### config.mk
export PLATFORM = sky130hd
export DESIGN_NAME = fault_status_latch_bank
export DESIGN_NICKNAME = d
export VERILOG_FILES = /design/src/shared/fsl_pkg.sv /design/src/shared/fsl_cnt_if.sv /design/src/core/fsl_miss_counter.sv /design/src/core/fault_status_latch_bank.sv
export SDC_FILE = /design/constraint.sdc
export NUM_CORES = 1
export LEC_CHECK = 0
export ABC_AREA = 1
export BUFFER_PORTS_ARGS = -buffer_cell sky130_fd_sc_hd__buf_2
export CORE_MARGIN = 4
export CORE_UTILIZATION = 45
export DETAILED_ROUTE_END_ITERATION = 12
export PLACE_DENSITY = 0.73
export REMOVE_ABC_BUFFERS = 1
export SYNTH_ARGS = -nofsm -noshare
export SYNTH_HDL_FRONTEND = slang
export SYNTH_SLANG_ARGS = --single-unit
### constraint.sdc
create_clock -name mclk -period 1.35 [get_ports mclk]
set_input_delay 0.0675 -clock mclk [delete_from_list [all_inputs] [get_ports mclk]]
set_output_delay 0.0675 -clock mclk [all_outputs]
set_load 0.02 [all_outputs]
### src/shared/fsl_pkg.sv
package fsl_pkg;
  localparam logic [6:0]  FSL_FAULT_STATUS_TWO_ADDR = 7'h32;
  localparam int          FSL_STATUS_WIDTH          = 24;
  localparam logic [23:0] FSL_STATUS_RESET          = 24'h00_0000;
  localparam int FSL_BIT_LIN_BUS_STUCK_DOM   = 23;
  localparam int FSL_BIT_LIN_TX_STUCK_DOM    = 22;
  localparam int FSL_BIT_LIN_BUS_NOT_FOLLOW  = 21;
  localparam int FSL_BIT_CAN_RX_NOT_FOLLOW   = 20;
  localparam int FSL_BIT_CAN_BUS_NOT_FOLLOW  = 19;
  localparam int FSL_BIT_CAN_BUS_STUCK_DOM   = 18;
  localparam int FSL_BIT_CAN_TX_STUCK_DOM    = 17;
  localparam int FSL_BIT_CAN_SUPPLY_LOW      = 16;
  localparam int FSL_BIT_DSMON_LO            = 12;
  localparam int FSL_BIT_SERIAL_INVALID      = 11;
  localparam int FSL_BIT_SERIAL_CLK_COUNT    = 10;
  localparam int FSL_BIT_CHARGE_PUMP_LOW     = 9;
  localparam int FSL_BIT_THERMAL_WARNING     = 8;
  localparam int FSL_BIT_SECOND_REG_SHORT    = 7;
  localparam int FSL_BIT_SECOND_REG_FAIL     = 6;
  localparam int FSL_BIT_FIRST_REG_FAIL      = 5;
  localparam int FSL_BIT_REG_SUPPLY_EW       = 4;
  localparam int FSL_BIT_SUPPLY_LO           = 0;
  localparam int FSL_CAN_MISS_LIMIT          = 4;
  localparam int FSL_CLUSTER_COUNT           = 8;
  // Read-only self-clearing bit; excluded from read-and-clear.
  localparam logic [23:0] FSL_CLEAR_MASK     = 24'hFF_FBFF;
endpackage

### src/shared/fsl_cnt_if.sv
`timescale 1ns/100ps
interface fsl_cnt_if;
  logic miss;
  logic clear;
  logic hit;
  modport owner (input miss, input clear, output hit);
  modport user  (output miss, output clear, input hit);
endinterface

### src/core/fsl_miss_counter.sv
`timescale 1ns/100ps
module fsl_miss_counter (
  input  wire logic  mclk,
  input  wire logic  sys_rst,
  fsl_cnt_if.owner   cnt
);
  logic [2:0] count;

  // Counts mismatch events and saturates at the limit. The hit is held until the clear.
  always_ff @(posedge mclk) begin
    if (sys_rst || cnt.clear) begin
      count <= 3'h0;
    end else if (cnt.miss && count != 3'(fsl_pkg::FSL_CAN_MISS_LIMIT)) begin
      count <= count + 3'h1;
    end
  end

  // The hit is masked while the clear is applied, so a saturated count cannot
  // set the latched flag again in the very cycle in which both are cleared.
  assign cnt.hit = (count == 3'(fsl_pkg::FSL_CAN_MISS_LIMIT)) && !cnt.clear;
endmodule // fsl_miss_counter

### src/core/fault_status_latch_bank.sv
`timescale 1ns/100ps
// Operation
// [RULE1] Read-and-clear flags stay set until the host read-and-clears the register.
// [RULE2] Bit 23 sets when the LIN bus stays dominant past timeout.
// [RULE3] Bit 22 sets on LIN transmit stuck dominant; LIN transmitter disabled meanwhile.
// [RULE4] Bit 21 sets when LIN bus fails to follow; LIN transmitter disabled.
// [RULE5] Bit 20 sets after four CAN receive mismatches; CAN transmitter disabled.
// [RULE6] Bit 19 sets after four CAN bus mismatches; CAN transmitter disabled.
// [RULE7] Bit 18 sets when the CAN bus stays dominant past timeout.
// [RULE8] Bit 17 sets on CAN transmit stuck dominant; CAN transmitter disabled.
// [RULE9] Bit 16 sets when the CAN transceiver supply is low.
// [RULE10] Bits 15 to 12 latch the four drain-source monitor faults.
// [RULE11] Bit 11 sets on any serial frame fault. The code does not set it on a wrong clock count, which sets bit 10 only.
// [RULE12] A frame with an invalid command is discarded entirely.
// [RULE13] Read-only bit 10 flags wrong clock count, clears on next good frame.
// [RULE14] Bit 9 sets when charge pump voltage is low.
// [RULE15] Bit 8 latches the OR of all cluster thermal warnings.
// [RULE16] Bit 7 sets on second regulator short at turn-on.
// [RULE17] Bit 6 sets on second regulator fail past the filter time.
// [RULE18] Bit 5 sets on first regulator fail past the filter time.
// [RULE19] Bit 4 sets on supply early warning; pulse interrupt in active mode.
// [RULE20] Host read-and-clears the early warning after wake from standby.
// [RULE21] Bits 3 to 0 latch supply over and undervoltage flags.
// [RULE22] Read-and-clear returns pre-clear value; persisting faults set again.
module fault_status_latch_bank (
  input  wire logic        mclk,
  input  wire logic        sys_rst,
  // Filtered fault detections from the analog and transceiver monitors.
  input  wire logic        lin_bus_stuck_dominant,
  input  wire logic        lin_tx_stuck_dominant,
  input  wire logic        lin_bus_not_following_tx,
  input  wire logic        can_rx_mismatch,
  input  wire logic        can_bus_mismatch,
  input  wire logic        can_bus_stuck_dominant,
  input  wire logic        can_tx_stuck_dominant,
  input  wire logic        can_supply_low_warning,
  input  wire logic        drain_source_mon_high_b,
  input  wire logic        drain_source_mon_high_a,
  input  wire logic        drain_source_mon_low_b,
  input  wire logic        drain_source_mon_low_a,
  input  wire logic        charge_pump_low,
  input  wire logic [7:0]  cluster_thermal_warning,
  input  wire logic        second_regulator_short,
  input  wire logic        second_regulator_fail,
  input  wire logic        first_regulator_fail,
  input  wire logic        regulator_supply_early_warning,
  input  wire logic        regulator_supply_overvoltage,
  input  wire logic        regulator_supply_undervoltage,
  input  wire logic        battery_overvoltage,
  input  wire logic        battery_undervoltage,
  input  wire logic        active_mode,
  // Decoded serial frame from the control interface, one-cycle strobe at frame end.
  input  wire logic        frame_done,
  input  wire logic [6:0]  frame_addr,
  input  wire logic        frame_read_clear,
  input  wire logic        frame_write,
  input  wire logic        frame_clock_count_bad,
  input  wire logic        frame_parity_bad,
  input  wire logic        frame_data_stuck,
  input  wire logic        frame_select_timeout,
  input  wire logic        frame_addr_undefined,
  input  wire logic        frame_setting_invalid,
  output logic [23:0]      read_data,
  output logic             read_valid,
  output logic             lin_tx_enable,
  output logic             can_tx_enable,
  output logic             interrupt_output_low_active
);
  //////////////////////////////////////////////////////////////////////////////
  logic [23:0] status;
  logic [23:0] next_status;
  logic        ew_prev;

  fsl_cnt_if rx_cnt ();
  fsl_cnt_if bus_cnt ();

  wire hit_this_reg    = (frame_addr == fsl_pkg::FSL_FAULT_STATUS_TWO_ADDR);
  wire write_to_status = frame_write && hit_this_reg;
  // [RULE11] frame fault collection
  wire frame_invalid   = frame_parity_bad || frame_data_stuck || frame_select_timeout ||
                         frame_addr_undefined || frame_setting_invalid || write_to_status;
  wire frame_counted_ok = frame_done && !frame_clock_count_bad;
  // [RULE12] invalid frames dropped
  wire frame_good      = frame_counted_ok && !frame_invalid;
  wire do_read_clear   = frame_good && frame_read_clear && hit_this_reg;
  wire do_read         = frame_good && !frame_write && hit_this_reg;
  // [RULE15] OR of cluster warnings
  wire thermal_any     = |cluster_thermal_warning;
  wire ew_rise         = regulator_supply_early_warning && !ew_prev;

  //////////////////////////////////////////////////////////////////////////////
  // [RULE5] receive mismatch counter
  assign rx_cnt.miss   = can_rx_mismatch;
  assign rx_cnt.clear  = do_read_clear;
  // [RULE6] bus mismatch counter
  assign bus_cnt.miss  = can_bus_mismatch;
  assign bus_cnt.clear = do_read_clear;

  fsl_miss_counter u_rx_cnt (
    .mclk    (mclk),
    .sys_rst (sys_rst),
    .cnt     (rx_cnt)
  );

  fsl_miss_counter u_bus_cnt (
    .mclk    (mclk),
    .sys_rst (sys_rst),
    .cnt     (bus_cnt)
  );

  //////////////////////////////////////////////////////////////////////////////
  logic [23:0] set_vec;
  always_comb begin
    set_vec = 24'h00_0000;
    // [RULE2] LIN bus dominant
    set_vec[fsl_pkg::FSL_BIT_LIN_BUS_STUCK_DOM]  = lin_bus_stuck_dominant;
    // [RULE3] LIN transmit dominant
    set_vec[fsl_pkg::FSL_BIT_LIN_TX_STUCK_DOM]   = lin_tx_stuck_dominant;
    // [RULE4] LIN not following
    set_vec[fsl_pkg::FSL_BIT_LIN_BUS_NOT_FOLLOW] = lin_bus_not_following_tx;
    set_vec[fsl_pkg::FSL_BIT_CAN_RX_NOT_FOLLOW]  = rx_cnt.hit;
    set_vec[fsl_pkg::FSL_BIT_CAN_BUS_NOT_FOLLOW] = bus_cnt.hit;
    // [RULE7] CAN bus dominant
    set_vec[fsl_pkg::FSL_BIT_CAN_BUS_STUCK_DOM]  = can_bus_stuck_dominant;
    // [RULE8] CAN transmit dominant
    set_vec[fsl_pkg::FSL_BIT_CAN_TX_STUCK_DOM]   = can_tx_stuck_dominant;
    // [RULE9] CAN supply low
    set_vec[fsl_pkg::FSL_BIT_CAN_SUPPLY_LOW]     = can_supply_low_warning;
    // [RULE10] drain-source monitors
    set_vec[fsl_pkg::FSL_BIT_DSMON_LO +: 4]      = {drain_source_mon_high_b,
                                                    drain_source_mon_high_a,
                                                    drain_source_mon_low_b,
                                                    drain_source_mon_low_a};
    set_vec[fsl_pkg::FSL_BIT_SERIAL_INVALID]     = frame_counted_ok && frame_invalid;
    // [RULE14] charge pump low
    set_vec[fsl_pkg::FSL_BIT_CHARGE_PUMP_LOW]    = charge_pump_low;
    set_vec[fsl_pkg::FSL_BIT_THERMAL_WARNING]    = thermal_any;
    // [RULE16] regulator short
    set_vec[fsl_pkg::FSL_BIT_SECOND_REG_SHORT]   = second_regulator_short;
    // [RULE17] second regulator fail
    set_vec[fsl_pkg::FSL_BIT_SECOND_REG_FAIL]    = second_regulator_fail;
    // [RULE18] first regulator fail
    set_vec[fsl_pkg::FSL_BIT_FIRST_REG_FAIL]     = first_regulator_fail;
    // [RULE19] early warning flag
    set_vec[fsl_pkg::FSL_BIT_REG_SUPPLY_EW]      = regulator_supply_early_warning;
    // [RULE21] supply flags
    set_vec[fsl_pkg::FSL_BIT_SUPPLY_LO +: 4]     = {regulator_supply_overvoltage,
                                                    regulator_supply_undervoltage,
                                                    battery_overvoltage,
                                                    battery_undervoltage};
  end

  // The clock-count bit follows its own set/clear; it is never read-cleared.
  always_comb begin
    // [RULE1] sticky until read-and-clear; [RULE22] set wins over clear
    next_status = (do_read_clear ? (status & ~fsl_pkg::FSL_CLEAR_MASK) : status) | set_vec;
    // [RULE13] clock count self-clear
    if (frame_done && frame_clock_count_bad) begin
      next_status[fsl_pkg::FSL_BIT_SERIAL_CLK_COUNT] = 1'b1;
    end else if (frame_good) begin
      next_status[fsl_pkg::FSL_BIT_SERIAL_CLK_COUNT] = 1'b0;
    end
  end

  //////////////////////////////////////////////////////////////////////////////
  always_ff @(posedge mclk) begin
    if (sys_rst) begin
      status <= fsl_pkg::FSL_STATUS_RESET;
      ew_prev <= 1'b0;
    end else begin
      status <= next_status;
      ew_prev <= regulator_supply_early_warning;
    end
  end

  // [RULE22] pre-clear value returned
  always_ff @(posedge mclk) begin
    if (sys_rst) begin
      read_data  <= 24'h00_0000;
      read_valid <= 1'b0;
    end else begin
      read_valid <= do_read;
      if (do_read) begin
        read_data <= status;
      end
    end
  end

  // Transmitters stay off while any of their blocking faults is latched.
  always_ff @(posedge mclk) begin
    if (sys_rst) begin
      lin_tx_enable <= 1'b1;
      can_tx_enable <= 1'b1;
      interrupt_output_low_active <= 1'b1;
    end else begin
      // [RULE3] [RULE4] LIN transmitter block
      lin_tx_enable <= !(next_status[fsl_pkg::FSL_BIT_LIN_TX_STUCK_DOM] ||
                         next_status[fsl_pkg::FSL_BIT_LIN_BUS_NOT_FOLLOW]);
      // [RULE5] [RULE6] [RULE8] CAN transmitter block
      can_tx_enable <= !(next_status[fsl_pkg::FSL_BIT_CAN_RX_NOT_FOLLOW] ||
                         next_status[fsl_pkg::FSL_BIT_CAN_BUS_NOT_FOLLOW] ||
                         next_status[fsl_pkg::FSL_BIT_CAN_TX_STUCK_DOM]);
      // [RULE19] active-mode interrupt pulse
      interrupt_output_low_active <= !(ew_rise && active_mode);
    end
  end
endmodule // fault_status_latch_bank

==> Yosys cells after proc, flatten, opt, wreduce, memory -nomap -nowiden <==
Cells that the tools add are included.
{ "op_classes": {"addsub": 2, "n_eq_ne": 5, "muxes": 3, "bitwise": 1, "reduce_logical": 33} }
{ "ops": {"columns": ["cell", "n"], "rows": [
  ["24-bit 2-to-1 mux", 1],
  ["24-bit OR", 1],
  ["1-bit logical AND", 15],
  ["1-bit logical OR", 9],
  ["1-bit zero test", 8],
  ["8-bit OR reduction", 1],
  ["7-bit by 6-bit == test with 1-bit output, second input constant", 1],
  ["3-bit by 1-bit adder with 3-bit output, second input constant", 2],
  ["3-bit == test, second input constant", 2],
  ["3-bit inequality test, second input constant", 2],
  ["1-bit 2-to-1 mux", 2]
]} }
{ "totals": {"register_bits": 59, "inputBits": 48, "out_inout_bits": 28, "elab_cells": 53} }

==> Longest topological paths before layout <==
Gate-level depths: netlist (run 1).
{ "logic_depth": {"ltp_word": 15, "depth_mapped": 9, "ltp_nobuf": 8} }

==> Hierarchy <==
A second synthesis (run 1) with hierarchy kept.
{ "hier_totals": {"hier_cells": 280, "area_unflattened_um2": 2228.4} }
{ "modules_own_cells": {"columns": ["module", "instances", "cells_per_inst", "area_each_um2", "seq_area_each_um2"], "rows": [
  ["fault_status_latch_bank", 1, 226, 1878.1, 1061.0],
  ["fsl_miss_counter", 2, 27, 175.2, 60.1]
]} }

==> Least setup slack after synthesis (run 1) <==
No wires, ideal clock.
{ "synth_timing": {"kind": "flip-flop to flip-flop", "start": "register u_bus_cnt.count[0]", "end": "register u_bus_cnt.count[2]", "setup_ps": 121, "arrival_time_ps": 1003, "setup_slack_ps": 226, "stages_incl_launch_ff": 9, "n_path_buf": 0, "period_less_slack_ps": 1124, "path_cell_list": "dfxtp_1 inv_1 ha_1 nand2_1 nand2_1 inv_1 nand2_1 xor2_1 nor2_1"} }
{ "synth_via": {"elab_chain_cells": 2, "word_cells_on_any_way": 3, "cone_classes": "add/sub (1); eq/ne (1); reduce/logical (1)"} }
{ "synth_lines": {"columns": ["item", "line_no", "rtl"], "rows": [
  ["start, declared", "fsl_miss_counter.sv:7", "logic [2:0] count;"],
  ["start signal, assigned", "fsl_miss_counter.sv:14", "count <= count + 3'h1;"],
  ["branches (longest 2 deep; another with 3-bit by 1-bit adder with 3-bit output)", null, null]
]} }
Several ways; the timed one is not identified.
A chain may end at the register's enable or synchronous reset.

==> Worst setup path in the final report (run 1) <==
{ "layout_timing": {"start": "input port cluster_thermal_warning[1]", "end": "register status[8]"} }
{ "layout_via": {"elab_chain_cells": 2} }
{ "layout_lines": {"columns": ["item", "line_no", "rtl"], "rows": [
  ["start, declared", "fault_status_latch_bank.sv:42", "input wire logic [7:0] cluster_thermal_warning,"],
  ["8-bit OR reduction", "fault_status_latch_bank.sv:88", "wire thermal_any = |cluster_thermal_warning;"],
  ["24-bit OR", "fault_status_latch_bank.sv:156", "next_status = (do_read_clear ? (status & ~fsl_pkg::FSL_CLEAR_MASK) : status) | set_vec;"],
  ["end signal, assigned", "fault_status_latch_bank.sv:168", "status <= fsl_pkg::FSL_STATUS_RESET;"],
  ["end signal, assigned", "fault_status_latch_bank.sv:171", "status <= next_status;"],
  ["end, declared", "fault_status_latch_bank.sv:70", "logic [23:0] status;"]
]} }
No other way between the ends.

==> results of run 1 <==
-- power breakdown --
| group | total [mW] | leakage (nW) | switching [mW] | internal (mW) |
|---|---|---|---|---|
| Sequential | 1.86 | 0.485 | 0.0383 | 1.82 |
| Combinational | 0.297 | 1.04 | 0.136 | 0.161 |
| Clock | 1.41 | 0.0949 | 0.656 | 0.752 |
| Total | 3.56 | 1.62 | 0.830 | 2.73 |
-- worst max path at each step --
| stage | cells after the start | from | endpoint | slack (ns) |
|---|---|---|---|---|
| floorplan | 6 | frame_select_timeout | can_tx_enable$_SDFF_PP1_ | 0.05 |
| global placement | 7 | frame_select_timeout | read_data[21]$_SDFFE_PP0P_ | 0.1 |
| detailed placement | 7 | frame_addr[3] | read_data[4]$_SDFFE_PP0P_ | 0.02 |
| CTS | 7 | u_bus_cnt.count[0]$_SDFFE_PP0P_ | can_tx_enable$_SDFF_PP1_ | 0.04 |
| global route | 8 | u_rx_cnt.count[1]$_SDFFE_PP0P_ | u_rx_cnt.count[2]$_SDFFE_PP0P_ | 0.009 |
| finish | 5 | cluster_thermal_warning[1] | status[8]$_SDFF_PP0_ | 0.07 |
-- synth_stat cells, types with 3 or more instances --
cell | n | area [um2]
o21ai_0 | 15 | 75.1
dfxtp_1 | 59 | 1180
nor2_2 | 4 | 25.0
nand2_1 | 57 | 214
a21oi_1 | 7 | 35.0
nand3_1 | 22 | 110
buf_2 | 3 | 15.0
ha_1 | 4 | 50.1
inv_1 | 14 | 52.6
buf_1 | 4 | 15.0
nor2_1 | 63 | 236
o21ai_1 | 10 | 50.1
-- stage by stage --
stage | std cells | hold WS [ns]
CTS | 456 | 0.00636
detailed placement | 417 | 0.269
floorplan | 268 | 0.137
global placement | 417 | 0.260
finish | 456 | 0.0105
global route | 456 | 0.0242
-- state kept, by name, summed over array words and instances, names as in the netlist --
register,cells
can_tx_enable,1
u_bus_cnt.count,3
ew_prev,1
read_valid,1
u_rx_cnt.count,3
interrupt_output_low_active,1
lin_tx_enable,1
read_data,24
status,24
-- per-layer routing --
| metal | vias up | part of all wire, % | global-route usage (%) |
|---|---|---|---|
| li1 | 1103 | - | - |
| met5 | - | 0 | 0 |
| met2 | 45 | 47 | 28.9 |
| met3 | 11 | 5.5 | 5.22 |
| met4 | 0 | 2.5 | 9.09 |
| met1 | 922 | 45 | 21.0 |
-- worst register-to-register path, cell delays in order, from the launching register on --
cell and delay (ns):
dfxtp_1 0.35, inv_1 0.07, ha_1 0.19, nand2_1 0.09, nand2_1 0.09, inv_1 0.09
nand2_1 0.06, xor2_1 0.12, nor2_1 0.06
-- logic make-up after synthesis --
group | count (synthesis) | synth area share [%]
AND/OR/NAND/NOR | 154 | 29.8
adder cells (fa/ha/maj) | 4 | 2.27
XOR/XNOR | 2 | 0.796
flip-flops | 59 | 53.6
AO/OA/AOI/OAI | 33 | 7.67
buffers and inverters | 28 | 5.80
-- what timing repair did --
action	CTS	global route
hold buffers	23	0
endpoints found under the hold margin	23	0
resized for setup	0	2
setup endpoints to repair	0	2
-- cell type report --
type                       count  share of cell area, %
tap                           67                   2.71
clock inverter                 5                  0.891
timing repair buffer         105                   22.1
inverter                      16                   1.94
sequential                    59                   38.3
multi-input combinational    193                   29.1
clock buffer                  11                   4.90
==> run_results.csv, run 1 <==
group,metric,value,unit
outcome,status,"complete, no violations",
drt,drc,0,
setup_path,path_delay_family,"buffers and inverters",
clock_tree,clock_path_buffers,2,
clock_tree,cts.sinks,59,
place,pre_cts_ws,0.0220,ns
setup_path,r2r-end,"u_rx_cnt.count[2]$_SDFFE_PP0P_",
final_layout,area_growth,40.2,%
min_path,whs_endpoint,"can_tx_enable$_SDFF_PP1_",
clock_tree,clkLatencyLatePin,0.32,ns
final_layout,fillers,415,
grt,grt_max_degree,41,
sta,tns,0,ns
power_and_ir_drop,finalPower,3.56,mW
place,port-buffer-count,75,
power_and_ir_drop,p_leak,1.62,nW
drt,route.vias.total,2081,
setup_path,critPathArrivalTime,1.49,ns
final_layout,mostFrequentLayoutCells,"buf_2, nor2_1, dfxtp_1",
floorplan,die_h,78.0,um
final_layout,utilization,65.4,%
sta,fin_ws,0.0713,ns
place,hpwl,3.28,mm
setup_path,crit_path_top_delay_cell,"dlygate4sd3_1",
grt,grt_pass1_vias,1956,
grt,antenna_found_initial,0,
min_path,holdCritPathClass,"in2reg",
drt,routed_wl,5.00,mm
min_path,min_from,"can_tx_stuck_dominant",
logic_synthesis,synth_cells,280,
logic_synthesis,ys_types,25,
grt,grtUsageTotal,17.7,%
drt,vias_per_cell,4.56,
logic_synthesis,synth-edff-count,0,
drt,dr.pass1.iters,4,
grt,grt_pass1_wl,8.46,mm
setup_path,slowest_delay,0.56,ns
min_path,min_path_cells,4,
setup_path,critPathLaunchType,"input pin",
setup_path,crit_type,"in2reg",
setup_path,timing.rr.start,"u_rx_cnt.count[0]$_SDFFE_PP0P_",
clock_tree,cts_tree,"yes",
power_and_ir_drop,irDropWorstVdd,0.000737,V
final_layout,multi_input_area,900,um2
sta,tightest_slew,0.385,ns
job,cap_violations,0,
drt,wl_per_cell,11.0,um
clock_tree,post-cts-setup-buffers,0,
final_layout,final_common_cell,"buf_2",
drt,drt_first_iter_violations,121,
sta,rsz0062_at_grt,"no",
grt,gr-total-overflow,0,
sta,relSlewSlack,74.3,%
clock_tree,cts_root_buf,"clkbuf_8",
logic_synthesis,ys_seq_elements,59,
setup_path,worstPathCellList,"dlygate4sd3_1 > buf_2 > nor3_1 > dlygate4sd3_1 > o21ai_0",
setup_path,reg2reg_depth,8,
final_layout,nNetsFinal,436,
setup_path,ff2ff_setup_slack,0.14,ns
setup_path,path_buf_inv,3,
clock_tree,clk_pin_slew_worst_paths,0.06,ns
sta,clock_skew,0.00493,ns
clock_tree,h-tree-depth,3,
logic_synthesis,syn_area_per_cell,7.86,um2
drt,drtAntennaViolNets,0,
final_layout,regArea,1180,um2
power_and_ir_drop,p_per_area,1150,nW/um2
sta,finalCritPeriodShare,94.7,%
sta,fin_crit,1.28,ns
logic_synthesis,ys.flop_type,"dfxtp_1",
floorplan,die_area,6080,um2
final_layout,stdcell_area,3090,um2
sta,timing.fmax,782,MHz
floorplan,die_w,78.0,um
place,place_area,2670,um2
sta,slew_viol_final,0,
logic_synthesis,yosys_warnings,0,
floorplan,num_rows,25,
setup_path,cpMostUsedCell,"dlygate4sd3_1",
setup_path,critPathMaxFanout,1,
floorplan,io_pins,76,
final_layout,layout-drive-gt1-share,28.0,%
logic_synthesis,ys_async_sr_fraction,0,%
floorplan,core,4720,um2
sta,hold_viol,0,
setup_path,endpoint_kind,"flip-flop",
clock_tree,numCtsBuffers,9,
logic_synthesis,ys_seq_area_share,53.6,%
place,gp_congestion,0.719,
floorplan,start_util,46.6,%
logic_synthesis,syn_area,2200,um2
final_layout,diodes,0,
sta,setup_violations,0,
setup_path,critPathRequiredTime,1.56,ns
Power figures use the tool's default switching activity.
==> run 2, diff against run 1 <==
- SETUP_SLACK_MARGIN: unset -> 0.2
==> run_results.csv, run 2 (synthesis results as in run 1) <==
group,metric,value,unit
outcome,status,"complete, no violations",
sta,relSlewSlack,82.0,%
grt,grtUsageTotal,18.1,%
setup_path,slowest_delay,0.32,ns
setup_path,critPathArrivalTime,1.32,ns
setup_path,worstPathCellList,"inv_1 > ha_2 > nand2_2 > nand2_2 > inv_2 > nand2_2 > xor2_1 > nor2_1",
floorplan,start_util,46.6,%
setup_path,crit_path_top_delay_cell,"dfxtp_2",
final_layout,stdcell_area,3190,um2
drt,topRoutingLayerUsed,"met4",
clock_tree,numCtsBuffers,9,
sta,hold_viol,0,
place,place_area,2670,um2
floorplan,io_pins,76,
drt,drc,0,
floorplan,num_rows,25,
grt,grt_pass1_wl,8.67,mm
job,cap_violations,0,
setup_path,endpoint_kind,"flip-flop",
setup_path,crit_type,"reg2reg",
sta,slew_viol_final,0,
drt,wl_met1,2.24,mm
floorplan,die_w,78.0,um
grt,antenna_found_initial,0,
grt,gr-total-overflow,0,
grt,grt_pass1_vias,2022,
clock_tree,cts_tree,"yes",
drt,dr.pass1.iters,4,
place,hpwl,3.28,mm
final_layout,utilization,67.5,%
final_layout,reg_top3,"read_data x24, status x24",
clock_tree,clock_path_buffers,2,
drt,wl_met3,310,um
place,gp_congestion,0.719,
power_and_ir_drop,finalPower,3.61,mW
clock_tree,cts_root_buf,"clkbuf_8",
grt,grt_max_degree,41,
sta,rsz0062_at_grt,"yes",
final_layout,nNetsFinal,444,
drt,route.vias.total,2152,
floorplan,die_h,78.0,um
sta,tightest_slew,0.269,ns
final_layout,area_growth,44.9,%
sta,timing.fmax,904,MHz
final_layout,final_common_cell,"buf_2",
clock_tree,cts.sinks,59,
floorplan,die_area,6080,um2
final_layout,mostFrequentLayoutCells,"buf_2, nor2_1, dfxtp_1",
clock_tree,clk_pin_slew_worst_paths,0.06,ns
setup_path,critPathLaunchType,"flip-flop",
sta,setup_violations,0,
setup_path,critPathRequiredTime,1.57,ns
setup_path,cpMostUsedCell,"nand2_2",
drt,vias_per_cell,4.64,
sta,finalCritPeriodShare,81.9,%
clock_tree,h-tree-depth,3,
power_and_ir_drop,p_per_area,1130,nW/um2
final_layout,layout-drive-gt1-share,33.5,%
drt,wl_per_cell,11.4,um
sta,holdWs,0.00982,ns
power_and_ir_drop,irDropWorstVdd,0.000744,V
drt,drt_first_iter_violations,110,
clock_tree,clkLatencyLatePin,0.33,ns
place,port-buffer-count,75,
power_and_ir_drop,p_leak,1.66,nW
sta,clock_skew,0.00625,ns
min_path,holdCritPathClass,"in2reg",
drt,drtAntennaViolNets,0,
sta,fin_crit,1.11,ns
drt,routed_wl,5.29,mm
sta,tns,0,ns
setup_path,critPathMaxFanout,3,
final_layout,diodes,0,
floorplan,core,4720,um2
drt,met2WireLength,2.59,mm
==> run 2: cell count changes in the layout (fill, tap and decap cells not counted) <==
cell,previous run,this run
buf_4,5,12
inv_1,14,8
ha_2,0,1
nand2_1,57,52
ha_4,0,1
inv_2,2,7
nand2_2,0,4
ha_1,4,2
nand2_4,0,1
dfxtp_1,58,55
inv_4,0,1
dfxtp_2,1,4
buf_6,0,1
==> run 2: final cells by class <==
class,count,area [um2]
clock buffer,11,151
clock inverter,5,27.5
fill,408,1530
inverter,16,62.6
multi-input combinational,193,932
sequential,59,1190
tap,67,83.8
timing repair buffer,113,747
==> run 2: per-layer routing <==
metal  up-vias  track usage, %
met3        13            5.34
met2        57            30.2
li1       1117               -
met4         0            9.62
met1       965            20.8
met5         -               0
==> run 2: worst max-delay path, delay by kind of cell, from the launching register on <==
kind          cells  cell delay (ns)
flops             1             0.32
simple gates      4             0.26
fa+ha+maj         1             0.17
xor+xnor          1             0.14
buf+inv           2             0.12
==> run 2: stage by stage <==
stage,setup slack (ns),cells
floorplan,0.0496,268
global placement,0.0965,417
detailed placement,0.0220,417
CTS,0.202,459
global route,0.155,464
finish,0.244,464
==> run 2: worst paths after layout <==
kind / from / end / slack, ns / cells after the start
max: u_rx_cnt.count[0]$_SDFFE_PP0P_ / u_rx_cnt.count[2]$_SDFFE_PP0P_ / 0.24 / 8
min: can_tx_stuck_dominant / can_tx_enable$_SDFF_PP1_ / 0.01 / 4
max reg2reg: u_rx_cnt.count[0]$_SDFFE_PP0P_ / u_rx_cnt.count[2]$_SDFFE_PP0P_ / 0.24 / 8
min reg2reg: ew_prev$_SDFF_PP0_ / interrupt_output_low_active$_SDFF_PP1_ / 0.43 / 1
==> run 2: where the power goes <==
part,leakage [nW],total (mW),switching (mW),internal (mW)
clock,0.0949,1.41,0.658,0.752
combinational,1.08,0.344,0.154,0.190
sequential,0.486,1.86,0.0377,1.82
==> run 2: what timing repair did <==
action | 4_1_cts | 5_1_grt
resized for setup | 10 | 13
endpoints found under the setup margin | 3 | 9
hold buffers | 23 | 0
gates cloned | 0 | 0
setup buffers | 3 | 5
hold endpoints to repair | 23 | 0
pin swaps | 4 | 5
